**src/sysctl_pkg.sv**
```systemverilog
// Package with the constants, types and state layout of the system-control pin block.
package sysctl_pkg;

  // ------------------------------------------------------------
  // Register map
  // ------------------------------------------------------------
  localparam logic [7:0] ADDR_CTRL = 8'h00;
  localparam logic [7:0] ADDR_STAT = 8'h04;
  localparam int CTRL_WIDTH = 6;
  localparam int STAT_CAUSE = 2;
  localparam int STAT_IRQ = 3;
  localparam int STAT_NONMASKABLE_INTERRUPT_PIN = 4;
  localparam int STAT_INRST = 5;

  // ------------------------------------------------------------
  // Timing
  // ------------------------------------------------------------
  localparam logic [1:0] E_LAST_PHASE = 2'h3;
  localparam logic [1:0] E_PHASE_PRE_HIGH = 2'h1;
  localparam logic [3:0] RELEASE_LIMIT_E = 4'h2;
  localparam int DRIVE_E_DEFAULT = 4;

  typedef enum logic [1:0] {
    MODE_BOOT = 2'b00,
    MODE_TEST = 2'b01,
    MODE_SINGLE = 2'b10,
    MODE_EXPANDED = 2'b11
  } mode_e;

  typedef enum logic [1:0] {
    RS_RUN = 2'b00,
    RS_DRIVE = 2'b01,
    RS_WAIT = 2'b10,
    RS_EXT = 2'b11
  } rst_e;

  typedef struct packed {
    logic stop;
    logic imask;
    logic xmask;
    logic e_off;
    logic edge_sel;
    logic quad_en;
  } ctrl_s;

  localparam ctrl_s CTRL_RST = '{stop: 1'b0, imask: 1'b1, xmask: 1'b1, e_off: 1'b0, edge_sel: 1'b0, quad_en: 1'b1};

  typedef struct packed {
    logic cyc;
    logic stb;
    logic we;
    logic [7:0] adr;
    logic [3:0] sel;
    logic [31:0] dat;
  } wb_req_s;

  typedef struct packed {
    rst_e fsm;
    logic [3:0] cnt;
    logic cause_int;
    mode_e mode;
    ctrl_s ctrl;
    logic [1:0] phase;
    logic osc_prev;
    logic irq_prev;
    logic edge_pend;
    logic e;
    logic quad;
    logic reset_oe;
    logic reset_out;
    logic lir_oe;
    logic lir_out;
    logic irq_req;
    logic nonmaskable_interrupt_pin_req;
    logic ack;
    logic [31:0] dat;
  } state_s;

  localparam state_s STATE_RST = '{fsm: RS_EXT, cnt: 4'h0, cause_int: 1'b0, mode: MODE_BOOT, ctrl: CTRL_RST,
    phase: 2'h0, osc_prev: 1'b0, irq_prev: 1'b1, edge_pend: 1'b0, e: 1'b0, quad: 1'b0, reset_oe: 1'b0,
    reset_out: 1'b0, lir_oe: 1'b0, lir_out: 1'b0, irq_req: 1'b0, nonmaskable_interrupt_pin_req: 1'b0, ack: 1'b0, dat: 32'h0000_0000};

  function automatic logic single_chip(input mode_e m);
    return (m == MODE_BOOT) || (m == MODE_SINGLE);
  endfunction

endpackage

```
**src/sysctl_pins.sv**
```systemverilog
// System-control pin logic: reset pin, bus-phase and quad clocks, interrupt pins, mode pins, instruction strobe.
//
// Contract
// - Low reset pin initialises all logic; here only control, pending edge, requests and strobe enable.
// - Clock or watchdog failure pulls reset pin low.
// - Pin high within two bus cycles: internal.
// - Bus-phase clock is oscillator divided by four.
// - Bus-phase clock low processing, high accessing.
// - Stop mode halts every clock output.
// - Single-chip modes may switch bus clock off.
// - Quad clock enabled at reset, cleared bit stops.
// - Edge-select bit picks falling edge or low level.
// - Maskable pin is level-sensitive after reset.
// - Reset sets nonmaskable mask; requests ignored meanwhile.
// - Held-low level line retaken when mask clears.
// - Mode pins choose one of four modes.
// - Strobe pulls low during each opcode fetch cycle.
//
// Design decisions made here: the placing of the registers and register access over Wishbone.
module sysctl_pins #(
  parameter int DRIVE_E_CYCLES = sysctl_pkg::DRIVE_E_DEFAULT
) (
  input wire logic clk_i,
  input wire logic rst_i,
  input wire sysctl_pkg::wb_req_s wb_i,
  output logic [31:0] wb_dat_o,
  output logic wb_ack_o,
  input wire logic osc_input_i,
  input wire logic reset_n_i,
  output logic reset_o,
  output logic reset_oe_o,
  input wire logic clock_fail_i,
  input wire logic liveness_watchdog_fail_i,
  output logic e_clock_o,
  output logic quad_rate_clock_out_o,
  input wire logic irq_n_i,
  input wire logic irq_ack_i,
  output logic irq_req_o,
  input wire logic nonmaskable_interrupt_pin_n_i,
  output logic nonmaskable_interrupt_pin_req_o,
  input wire logic mode_select_a_i,
  input wire logic mode_select_b_i,
  output logic [1:0] mode_o,
  input wire logic opcode_fetch_i,
  output logic instr_start_strobe_o,
  output logic instr_start_strobe_oe_o
);
  import sysctl_pkg::*;

  // The drive counter is four bits wide, which bounds how long the pin can be held.
  if (DRIVE_E_CYCLES < 1 || DRIVE_E_CYCLES > 15) begin
    $error("DRIVE_E_CYCLES must lie between 1 and 15");
  end

  localparam logic [3:0] DRIVE_LAST = 4'(DRIVE_E_CYCLES - 1);

  state_s st_r;
  state_s st_nxt;

  logic osc_rise;
  logic e_start;
  logic failure;
  logic running;
  logic bus_req;

  // ------------------------------------------------------------
  // Next-state logic
  // ------------------------------------------------------------
  always_comb begin
    st_nxt = st_r;
    running = (st_r.fsm == RS_RUN);
    failure = clock_fail_i | liveness_watchdog_fail_i;
    osc_rise = osc_input_i & ~st_r.osc_prev & ~st_r.ctrl.stop;
    e_start = osc_rise && (st_r.phase == E_LAST_PHASE);
    bus_req = wb_i.cyc & wb_i.stb & ~st_r.ack;
    st_nxt.osc_prev = osc_input_i;
    st_nxt.irq_prev = irq_n_i;

    // Clocks: the divider stands still while stopped, so the bus clock resumes in the phase where it stopped.
    if (osc_rise) begin
      st_nxt.phase = st_r.phase + 2'h1;
    end
    st_nxt.e = st_nxt.phase[1] & ~st_r.ctrl.stop & ~(st_r.ctrl.e_off & single_chip(st_r.mode));
    st_nxt.quad = osc_input_i & st_r.ctrl.quad_en & ~st_r.ctrl.stop;

    // Reset pin sequencing.
    unique case (st_r.fsm)
      RS_RUN: begin
        if (failure) begin
          st_nxt.fsm = RS_DRIVE;
          st_nxt.reset_oe = 1'b1;
          st_nxt.cnt = 4'h0;
        end else if (!reset_n_i) begin
          st_nxt.fsm = RS_EXT;
        end
      end
      RS_DRIVE: begin
        if (e_start) begin
          st_nxt.cnt = st_r.cnt + 4'h1;
          if (st_r.cnt == DRIVE_LAST) begin
            st_nxt.fsm = RS_WAIT;
            st_nxt.reset_oe = 1'b0;
            st_nxt.cnt = 4'h0;
          end
        end
      end
      RS_WAIT: begin
        if (reset_n_i) begin
          st_nxt.fsm = RS_RUN;
          st_nxt.cause_int = 1'b1;
        end else if (e_start) begin
          st_nxt.cnt = st_r.cnt + 4'h1;
          if (st_r.cnt == RELEASE_LIMIT_E - 4'h1) begin
            st_nxt.fsm = RS_EXT;
          end
        end
      end
      RS_EXT: begin
        if (reset_n_i) begin
          st_nxt.fsm = RS_RUN;
          st_nxt.cause_int = 1'b0;
        end
      end
    endcase

    // The mode pins are caught only on the release edge, so later pin changes cannot move the mode.
    if (!running && st_nxt.fsm == RS_RUN) begin
      st_nxt.mode = mode_e'({mode_select_b_i, mode_select_a_i});
    end

    // Interrupt pins.
    if (st_r.ctrl.edge_sel && st_r.irq_prev && !irq_n_i) begin
      st_nxt.edge_pend = 1'b1;
    end else if (irq_ack_i) begin
      st_nxt.edge_pend = 1'b0;
    end
    st_nxt.irq_req = running & ~st_r.ctrl.imask
      & (st_r.ctrl.edge_sel ? st_r.edge_pend : ~irq_n_i);
    st_nxt.nonmaskable_interrupt_pin_req = running & ~st_r.ctrl.xmask & ~nonmaskable_interrupt_pin_n_i;

    // Instruction strobe is sampled once per bus cycle, at the start of its low phase.
    if (e_start) begin
      st_nxt.lir_oe = opcode_fetch_i & running;
    end

    // Register bus: answer one cycle after the request, then drop for a cycle.
    st_nxt.ack = bus_req;
    if (bus_req) begin
      st_nxt.dat = 32'h0000_0000;
      if (wb_i.adr == ADDR_CTRL) begin
        st_nxt.dat[CTRL_WIDTH-1:0] = st_r.ctrl;
        if (wb_i.we && wb_i.sel[0] && running) begin
          st_nxt.ctrl.quad_en = wb_i.dat[0];
          st_nxt.ctrl.edge_sel = wb_i.dat[1];
          st_nxt.ctrl.e_off = wb_i.dat[2];
          st_nxt.ctrl.xmask = st_r.ctrl.xmask & wb_i.dat[3];
          st_nxt.ctrl.imask = wb_i.dat[4];
          st_nxt.ctrl.stop = wb_i.dat[5];
        end
      end else if (wb_i.adr == ADDR_STAT) begin
        st_nxt.dat[1:0] = st_r.mode;
        st_nxt.dat[STAT_CAUSE] = st_r.cause_int;
        st_nxt.dat[STAT_IRQ] = st_r.irq_req;
        st_nxt.dat[STAT_NONMASKABLE_INTERRUPT_PIN] = st_r.nonmaskable_interrupt_pin_req;
        st_nxt.dat[STAT_INRST] = ~running;
      end
    end

    // A low pin wakes the device out of stop; it follows the write so that the pin wins over it.
    if (!irq_n_i || !nonmaskable_interrupt_pin_n_i) begin
      st_nxt.ctrl.stop = 1'b0;
    end

    // While the reset pin is low the control register, pending edge, interrupt requests and strobe enable return to their start-up values.
    if (st_nxt.fsm != RS_RUN) begin
      st_nxt.ctrl = CTRL_RST;
      st_nxt.edge_pend = 1'b0;
      st_nxt.irq_req = 1'b0;
      st_nxt.nonmaskable_interrupt_pin_req = 1'b0;
      st_nxt.lir_oe = 1'b0;
    end
    st_nxt.reset_out = 1'b0;
    st_nxt.lir_out = 1'b0;
  end

  // ------------------------------------------------------------
  // State register
  // ------------------------------------------------------------
  always_ff @(posedge clk_i or posedge rst_i) begin
    if (rst_i) begin
      st_r <= STATE_RST;
    end else begin
      st_r <= st_nxt;
    end
  end

  assign wb_dat_o = st_r.dat;
  assign wb_ack_o = st_r.ack;
  assign reset_o = st_r.reset_out;
  assign reset_oe_o = st_r.reset_oe;
  assign e_clock_o = st_r.e;
  assign quad_rate_clock_out_o = st_r.quad;
  assign irq_req_o = st_r.irq_req;
  assign nonmaskable_interrupt_pin_req_o = st_r.nonmaskable_interrupt_pin_req;
  assign mode_o = st_r.mode;
  assign instr_start_strobe_o = st_r.lir_out;
  assign instr_start_strobe_oe_o = st_r.lir_oe;
endmodule

```
**config.mk**
```make
export PLATFORM = sky130hd
export DESIGN_NAME = sysctl_pins
export DESIGN_NICKNAME = d
export VERILOG_FILES = /design/src/sysctl_pkg.sv /design/src/sysctl_pins.sv
export SDC_FILE = /design/constraint.sdc
export NUM_CORES = 1
export LEC_CHECK = 0
export BUFFER_PORTS_ARGS = -buffer_cell sky130_fd_sc_hd__buf_4
export CORE_UTILIZATION = 45
export DETAILED_ROUTE_END_ITERATION = 7
export PLACE_DENSITY = 0.8
export REMOVE_ABC_BUFFERS = 1
export SLEW_MARGIN = 20
export SYNTH_ARGS = -nofsm -noshare
export SYNTH_HDL_FRONTEND = slang
export SYNTH_SLANG_ARGS = --single-unit
```
**constraint.sdc**
```tcl
create_clock -name clk_i -period 2.6 [get_ports clk_i]
set_input_delay 0.13 -clock clk_i [delete_from_list [all_inputs] [get_ports clk_i]]
set_output_delay 0.13 -clock clk_i [all_outputs]
set_load 0.01 [all_outputs]
```
==> flow_summary_export.csv, run 1 <==
group,metric,value,unit
critical_path,r2r.worst_path.cells,7,
detailed_routing,drc,0,
critical_path,worst-r2r-setup-slack,0.23,ns
critical_path,crit_buf_inv,1,
floorplanning,floorplan.die.width,68.03,um
placement,dp_hpwl,2.928,mm
floorplanning,ios,102,
critical_path,rr_startpoint,"st_r[59]",
global_route,grt_pass1_wl,5.871,mm
critical_path,worstSetupPathType,"reg2reg",
floorplanning,floorplan.initialDensity,48.01,%
logic_synthesis,synthAdderAreaFrac,5.102,%
cells_and_area,layout-area-overhead-vs-synth,18.81,%
timing,worst_slew_pin_slew,0.7302,ns
global_route,first_global_vias,1275,
worst_hold_path,hp-class,"in2async",
timing,final.setup_skew,0.004338,ns
clock_tree,cts_tree,"built",
cells_and_area,layout_cell_share_with_drive_strength_beyond_1,33.76,%
logic_synthesis,postSynth.asyncResetShare,100.0,%
critical_path,critPathMaxStageDelay,0.59,ns
pwr,ir_worst_vdd,0.4265,mV
detailed_routing,route.vias.total,1417,
clock_tree,tritoncts.num_buffers,5,
outcome,violated_checks,"hold timing",
placement,detailed_place.area,2211,um2
detailed_routing,detailed_route_wire_length,3.825,mm
flow_run,cap_violations,0,
logic_synthesis,syn_inst,185,
timing,grt_setup_unrepaired,"false",
clock_tree,clockBufferDepth,2,
critical_path,cpMaxStageDelayCell,"dfstp_2",
clock_tree,cts-root-buf,"clkbuf_8",
logic_synthesis,synth_most_common_cell,"buf_4",
placement,port_buffers,44,
timing,max-slew-margin-rel,51.27,%
critical_path,path_cells,"inv_1 > ha_1 > o21ba_1 > o21ai_0 > nand3_1 > a221o_1 > a211o_1",
timing,setup_viol,0,
timing,holdWs,-0.03046,ns
global_route,antenna_found_initial,0,
placement,place_congestion,0.8180,
detailed_routing,routed_wire_length_per_instance,13.47,um
logic_synthesis,netlist.area_leader.share,34.44,%
logic_synthesis,synth_top_cells_by_area,"dfrtp_1 (34%), buf_4 (14%), dfstp_2 (8.0%), ha_1 (5.1%), inv_1 (2.7%)",
clock_tree,holdBufCountCts,2,
pwr,power.leakage,0.001196,uW
timing,timing.final.max_slew_violations,0,
logic_synthesis,synth.top_cells.by_count,"buf_4 (37), dfrtp_1 (27), inv_1 (14)",
logic_synthesis,post-synth-top-area-cell,"dfrtp_1",
pwr,cellPowerDensity,707.8,nW/um2
timing,fmaxAchievable,422.6,MHz
floorplanning,chipHeight,68.03,um
logic_synthesis,syn-mean-instance-area,10.60,um2
detailed_routing,final_antenna_net_count,0,
logic_synthesis,synthesized_area_fraction_occupied_by_and_or_nand_nor_cells,18.24,%
critical_path,critical_path_required,2.81,ns
logic_synthesis,synth_enable_flop_cells,0,
logic_synthesis,post_synth_mux_area_share,4.145,%
detailed_routing,drt_first_pass_iters,4,
logic_synthesis,yosys_warnings,0,
floorplanning,floorplan.die_area,4628,um2
critical_path,rr_endpoint,"st_r[50]",
logic_synthesis,ys_seq_elements,33,
clock_tree,cts_htree_levels,2,
clock_tree,clkTransAtPathRegs,0.07,ns
clock_tree,clock-sinks,33,
clock_tree,clock_latency,0.29,ns
cells_and_area,antenna_cells,0,
detailed_routing,drt-initial-drc-count,74,
logic_synthesis,synth-compound-area-share,12.12,%
clock_tree,cts.repair.resized,0,
timing,finalWorstPathRequiredPeriod,2.366,ns
global_route,groute.usage.overall,17.98,%
critical_path,cpLargestDelayFamily,"compound AO/OA/AOI/OAI gates",
logic_synthesis,dominantRegCellSynth,"dfrtp_1",
logic_synthesis,synthXorXnorAreaFrac,0.4464,%
logic_synthesis,dominant_combinational_cell_family_by_area_after_synthesis,"simple AND/OR/NAND/NOR gates",
timing,setup-tns-final,0,ns
timing,min_period_over_period,91.02,%
detailed_routing,vias_per_cell,4.989,
clock_tree,post_cts.repair.setup_buffers,0,
logic_synthesis,ys_types,47,
global_route,grt_max_degree,21,
critical_path,startpoint_type,"flip-flop",
pwr,overall_power_after_layout,1650,uW
logic_synthesis,synth_area,1962,um2
critical_path,cp.arrival,2.58,ns
floorplanning,floorplan.rows,23,
cells_and_area,final_net_count,300,
global_route,overflow_left_after_global_routing,0,
logic_synthesis,portion_of_the_post_synthesis_area_used_by_sequential_elements,42.47,%
floorplanning,core,4086,um2
critical_path,worstPathMaxFanout,10,
critical_path,critical_path.endpoint_type,"flip-flop",
outcome,outcome,"finished, violations left",
cells_and_area,fin_area,2331,um2
timing,hold_viol_final,16,
critical_path,setup.worst_path.start,"st_r[59]",
## flip-flops by register name (all words and copies together) (netlist names)
signal,flops
st_r,18
wb_ack_o,1
wb_dat_o,6
quad_rate_clock_out_o,1
irq_req_o,1
e_clock_o,1
reset_oe_o,1
instr_start_strobe_oe_o,1
mode_o,2
nonmaskable_interrupt_pin_req_o,1
## through the flow
step                      utilization [%]  hold WS (ns)  std cells  setup slack (ns)
after floorplan                         -        0.1345        174            0.1741
after global placement              54.10        0.2652        273            0.2769
after detailed placement            54.10        0.2641        273            0.2612
after CTS                           56.80      0.008303        283            0.2480
after global routing                57.04       0.05296        284           0.08965
final                               57.04      -0.03046        284            0.2335
## power by group
group	internal (uW)	switching [uW]	leakage, uW
clock	216	179	0.0000455
combinational	287	312	0.000729
sequential	595	61.7	0.000422
## final cells by class
class / instances / area, um2
fill: 365 / 1755
multi-input combinational: 126 / 890.9
sequential: 33 / 833.3
timing repair buffer: 52 / 397.9
clock buffer: 8 / 90.09
tap: 50 / 62.56
inverter: 15 / 56.30
## cells by family after synthesis
kind of cell,count (synthesis)
XOR/XNOR,1
other,1
multiplexers,7
flip-flops,33
AND/OR/NAND/NOR,50
adder cells (fa/ha/maj),8
buffers and inverters,53
AO/OA/AOI/OAI,32
## metal layers
metal,track usage [%],routed length [um],vias to the layer above
met2,27.57,1885,55
met4,5.469,42,0
met3,7.167,257,6
met5,0,0,-
li1,-,-,681
met1,23.15,1640,675
## how the worst max path moves through the flow
stage | cells after the start | slack [ns] | to
6_report | 7 | 0.23 | st_r[50]
5_1_grt | 7 | 0.09 | st_r[46]
4_1_cts | 7 | 0.25 | st_r[50]
3_5_place_dp | 7 | 0.26 | st_r[50]
3_3_place_gp | 7 | 0.28 | st_r[46]
2_1_floorplan | 5 | 0.17 | mode_o[0]
## cells in the final DEF, fill, tap and decap left out, types with 4 or more instances in the layout
cell / count
inv_1: 14
a21oi_1: 8
nor2_1: 8
dfrtp_1: 27
nand2_1: 8
ha_1: 8
clkbuf_8: 6
a222oi_1: 5
mux2i_1: 4
dfstp_2: 6
o21ai_1: 4
buf_4: 49
nand2b_1: 4
nand3_1: 5
conb_1: 28
(Power assumes the default switching activity.)
==> inputs of run 2 (changes only) <==
- CORE_ASPECT_RATIO: unset -> 1.1
==> run 2 against run 1 <==
Sequential share of layout area decreased by 0.32 points. Setup slack improved by 0.039 ns. Core utilization increased by 0.56 points. Design area increased by 0.91%. Routed wire length increased by 1.4%. Die area about the same. Clock skew increased by 0.0030 ns. Combinational power decreased by 0.7%. The run now ends clean. Critical path depth unchanged.
==> flow_summary_export.csv, run 2 (synthesis results as in run 1) <==
group,metric,value,unit
outcome,outcome,"completed",
critical_path,critical_path.endpoint_type,"flip-flop",
detailed_routing,detailed_route_wire_length,3.878,mm
cells_and_area,most-common-layout-cells,"buf_4 (48), conb_1 (28), dfrtp_1 (27)",
critical_path,cp_num_cells,7,
timing,grt_setup_unrepaired,"false",
critical_path,startpoint_type,"flip-flop",
critical_path,cpLargestDelayFamily,"compound AO/OA/AOI/OAI gates",
clock_tree,post_cts.repair.setup_buffers,0,
critical_path,critical_path_required,2.80,ns
clock_tree,cts-root-buf,"clkbuf_8",
timing,final.setup_skew,0.007322,ns
detailed_routing,drt_first_pass_iters,4,
critical_path,critPathMaxStageDelay,0.59,ns
clock_tree,clock-sinks,33,
cells_and_area,finish.utilization,57.60,%
timing,min_period_over_period,89.52,%
global_route,grt_pass1_wl,6.499,mm
pwr,overall_power_after_layout,1752,uW
pwr,ir_worst_vdd,0.3100,mV
critical_path,cpMaxStageDelayCell,"dfstp_2",
placement,port_buffers,44,
critical_path,path_cells,"inv_1 > ha_1 > o21ba_1 > o21ai_0 > nand3_1 > a221o_1 > nor4_2",
critical_path,crit_buf_inv,1,
placement,place_congestion,0.8409,
pwr,power.leakage,0.001204,uW
floorplanning,floorplan.initialDensity,48.04,%
critical_path,worstSetupPathType,"reg2reg",
clock_tree,cts_htree_levels,2,
cells_and_area,largest_register_ff_count,18,
clock_tree,clockBufferDepth,2,
cells_and_area,antenna_cells,0,
flow_run,cap_violations,0,
clock_tree,clkTransAtPathRegs,0.07,ns
critical_path,cp.arrival,2.52,ns
floorplanning,floorplan.rows,24,
detailed_routing,vias_per_cell,5.042,
critical_path,r2r.worst_path.cells,7,
pwr,cellPowerDensity,744.8,nW/um2
clock_tree,cts.repair.resized,0,
floorplanning,chipHeight,71.25,um
floorplanning,core,4084,um2
floorplanning,floorplan.die.width,64.96,um
timing,fmaxAchievable,429.7,MHz
global_route,groute.usage.overall,18.67,%
cells_and_area,layout-area-overhead-vs-synth,19.90,%
timing,timing.final.max_slew_violations,0,
detailed_routing,drt-initial-drc-count,133,
timing,setup-tns-final,0,ns
detailed_routing,final_antenna_net_count,0,
placement,dp_hpwl,2.853,mm
timing,max-slew-margin-rel,56.36,%
clock_tree,clock_latency,0.29,ns
timing,setup_viol,0,
floorplanning,ios,102,
floorplanning,floorplan.die_area,4628,um2
cells_and_area,regMostFlops,"st_r",
timing,finalWorstPathRequiredPeriod,2.327,ns
worst_hold_path,hp-class,"in2reg",
global_route,first_global_vias,1412,
timing,post_route_worst_setup_slack,0.2726,ns
cells_and_area,layout_cell_share_with_drive_strength_beyond_1,33.91,%
cells_and_area,final_cells,285,
detailed_routing,routed_wire_length_per_instance,13.61,um
timing,worst_slew_pin_slew,0.6492,ns
timing,hold_viol_final,0,
global_route,grt_max_degree,34,
cells_and_area,mostFrequentLayoutCell,"buf_4",
worst_hold_path,hold_path_depth,2,
global_route,overflow_left_after_global_routing,0,
clock_tree,tritoncts.num_buffers,5,
detailed_routing,route.vias.total,1437,
clock_tree,cts_tree,"built",
cells_and_area,final_net_count,299,
critical_path,worstPathMaxFanout,10,
placement,post-place-ws,0.2788,ns
placement,dpl_cells,274,
global_route,antenna_found_initial,0,
detailed_routing,drc,0,
[run 2: cell count changes in the layout (fill, tap and decap cells not counted)]
| cell | previous run | this run |
|---|---|---|
| bufinv_16 | 0 | 1 |
| buf_4 | 49 | 48 |
| clkbuf_1 | 2 | 1 |
[run 2: cell type report]
type | count | area, um2
Fill cell | 327 | 1732
Multi-Input combinational cell | 126 | 890.9
Sequential cell | 33 | 833.3
Timing Repair Buffer | 51 | 390.4
Clock buffer | 7 | 86.33
Tap cell | 52 | 65.06
Inverter | 15 | 56.30
Clock inverter | 1 | 30.03
[run 2: where the power goes]
group / switching [uW] / internal [uW]
clock network: 183 / 312
registers: 67.4 / 595
logic: 311 / 284
total: 561 / 1190
[run 2: timing repair]
action	in CTS	in global routing
hold buffers	3	0
endpoints found under the hold margin	29	0
endpoints found under the setup margin	0	0
[run 2: worst paths after layout]
kind | slack [ns] | from | to
min in group asynchronous | 0.49 | rst_i | st_r[55]
max | 0.27 | st_r[59] | irq_req_o
min | 0.01 | nonmaskable_interrupt_pin_n_i | nonmaskable_interrupt_pin_req_o
max reg2reg | 0.27 | st_r[59] | irq_req_o
min reg2reg | 0.48 | wb_dat_o[5] | wb_dat_o[5]
max in group asynchronous | 1.77 | rst_i | st_r[60]
[run 2: through the flow]
stage	hold WS, ns	cell area, um2
floorplan	0.1345	1780
global placement	0.2461	2206
detailed placement	0.2508	2206
CTS	0.008955	2352
global route	0.01468	2352
finish	0.01162	2352
[run 2: routing by layer]
metal / share of wire [%] / routed length [um] / GRT usage (%) / vias up
met3: 6.4 / 249 / 4.140 / 7
met5: 0 / 0 / 0 / -
li1: - / - / - / 679
met1: 40 / 1536 / 21.41 / 690
met2: 52 / 2025 / 33.10 / 61
met4: 1.8 / 68 / 7.901 / 0
==> inputs of run 3 (changes only) <==
- CORE_UTILIZATION: 45 -> 41
- PLACE_DENSITY: 0.8 -> 0.77
- clock period: 2.6 -> 2.1 ns (I/O delays scaled with it)
==> run 3 against run 2 <==
Sequential share of layout area is 3.5 points lower. Combinational power is 85% higher. Design area is 11% higher. Fmax is 12% higher. First-iteration DRC count is 9.0% lower. Highest routed layer unchanged.
==> flow_summary_export.csv, run 3 (synthesis results as in run 1) <==
group,metric,value,unit
outcome,outcome,"completed",
cells_and_area,most-common-layout-cells,"buf_4 (62), conb_1 (28), dfrtp_1 (27)",
pwr,overall_power_after_layout,2425,uW
timing,fmaxAchievable,480.4,MHz
pwr,power.leakage,0.001293,uW
timing,finalWorstPathRequiredPeriod,2.082,ns
clock_tree,cts_htree_levels,2,
cells_and_area,multi_input_combinational_cell_area,1006,um2
worst_hold_path,holdPathEnd,"st_r[49]",
cells_and_area,finish.utilization,56.42,%
worst_hold_path,worst_hold_startpoint,"wb_i[3]",
detailed_routing,drt-initial-drc-count,121,
clock_tree,clock_latency,0.28,ns
timing,final.setup_skew,0.008276,ns
clock_tree,cts-root-buf,"clkbuf_8",
worst_hold_path,hp-class,"in2reg",
critical_path,critical_path.endpoint_type,"flip-flop",
global_route,groute.usage.overall,17.37,%
clock_tree,tritoncts.num_buffers,5,
critical_path,rr_startpoint,"st_r[59]",
cells_and_area,layout-area-overhead-vs-synth,32.84,%
critical_path,rr_endpoint,"mode_o[0]",
placement,port_buffers,44,
global_route,first_global_vias,1485,
detailed_routing,final_antenna_net_count,0,
flow_run,cap_violations,0,
cells_and_area,final_net_count,317,
timing,hold_viol_final,0,
timing,timing.final.max_slew_violations,0,
floorplanning,floorplan.die.width,67.96,um
placement,dp_hpwl,2.976,mm
floorplanning,chipHeight,74.55,um
cells_and_area,n_fill_cell,403,
critical_path,r2r.worst_path.cells,7,
global_route,antenna_found_initial,0,
detailed_routing,drc,0,
critical_path,worstSetupPathType,"reg2reg",
clock_tree,clkTransAtPathRegs,0.07,ns
detailed_routing,drt_first_pass_iters,4,
floorplanning,floorplan.die_area,5066,um2
timing,grt_setup_unrepaired,"true",
clock_tree,clockBufferDepth,2,
floorplanning,ios,102,
pwr,cellPowerDensity,930.6,nW/um2
floorplanning,floorplan.initialDensity,42.47,%
detailed_routing,vias_per_cell,5.068,
cells_and_area,regMostFlops,"st_r",
clock_tree,clock-sinks,33,
detailed_routing,routed_wire_length_per_instance,14.93,um
critical_path,cp.arrival,2.24,ns
cells_and_area,layout_cell_share_with_drive_strength_beyond_1,45.02,%
timing,setup_viol,0,
cells_and_area,seq_area,833.3,um2
clock_tree,cts_tree,"built",
critical_path,worst-r2r-setup-slack,0.02,ns
global_route,grt_pass1_wl,6.520,mm
global_route,grt_max_degree,34,
cells_and_area,mostFrequentLayoutCell,"buf_4",
critical_path,critical_path_required,2.26,ns
timing,min_period_over_period,99.13,%
critical_path,startpoint_type,"flip-flop",
floorplanning,floorplan.rows,26,
floorplanning,core,4619,um2
critical_path,worstPathMaxFanout,4,
pwr,ir_worst_vdd,0.3578,mV
placement,place_congestion,0.8371,
cells_and_area,antenna_cells,0,
detailed_routing,detailed_route_wire_length,4.585,mm
global_route,overflow_left_after_global_routing,0,
cells_and_area,largest_register_ff_count,18,
worst_hold_path,hold_path_depth,3,
detailed_routing,route.vias.total,1556,
[run 3: through the flow]
step	cell area [um2]	instances	hold WS [ns]	setup WS, ns	setup TNS, ns
6_report	2606	307	0.06154	0.01822	0
5_1_grt	2606	307	0.06006	-0.06388	-0.1643
4_1_cts	2476	302	0.05754	0.002100	0
3_5_place_dp	2286	288	0.2223	-0.06287	-0.2649
3_3_place_gp	2286	288	0.2251	-0.02833	-0.1005
2_1_floorplan	1780	174	0.1095	-0.3259	-2.994
[run 3: how the worst max path moves through the flow]
stage	depth (start not counted)	end	start
after floorplan	5	mode_o[0]	st_r[51]
after global placement	8	mode_o[1]	st_r[44]
after detailed placement	7	st_r[46]	st_r[59]
after CTS	7	mode_o[0]	st_r[56]
after global routing	7	irq_req_o	st_r[59]
final	7	mode_o[0]	st_r[59]
[run 3: timing repair]
action | 4_1_cts | 5_1_grt
endpoints found under the hold margin | 30 | 0
pin swaps | 5 | 6
cloned | 0 | 1
hold buffers | 4 | 0
setup endpoints to repair | 11 | 13
resized for setup | 8 | 18
setup buffers | 2 | 4
[run 3: metal layers]
metal / part of all wire, % / wire [um] / global-route usage, % / vias up
li1: - / - / - / 720
met1: 36 / 1651 / 19.02 / 764
met2: 56 / 2551 / 32.57 / 62
met3: 6.5 / 296 / 2.454 / 10
met4: 1.9 / 85 / 7.407 / 0
met5: 0 / 0 / 0 / -
[run 3: area by class of cell]
class	instances	share of cell area (%)
inverters	15	2.256
repair buffers	68	20.60
clock inverters	1	0.1920
clock buffers	7	3.697
multi-input cells	127	38.60
well taps	56	2.688
flip-flops and latches	33	31.97
[run 3: power by group]
group          internal [uW]  switching (uW)
combinational            567             529
sequential               736            74.7
clock                    296             223
total                   1600             827
[run 3: worst max-delay path, cell delays in order (launching register included)]
cell and delay [ns]:
dfstp_2 0.55, inv_4 0.05, ha_4 0.16, o21ba_4 0.21, o21ai_2 0.16, nand3_2 0.11, or3_4 0.43, mux2_4 0.30
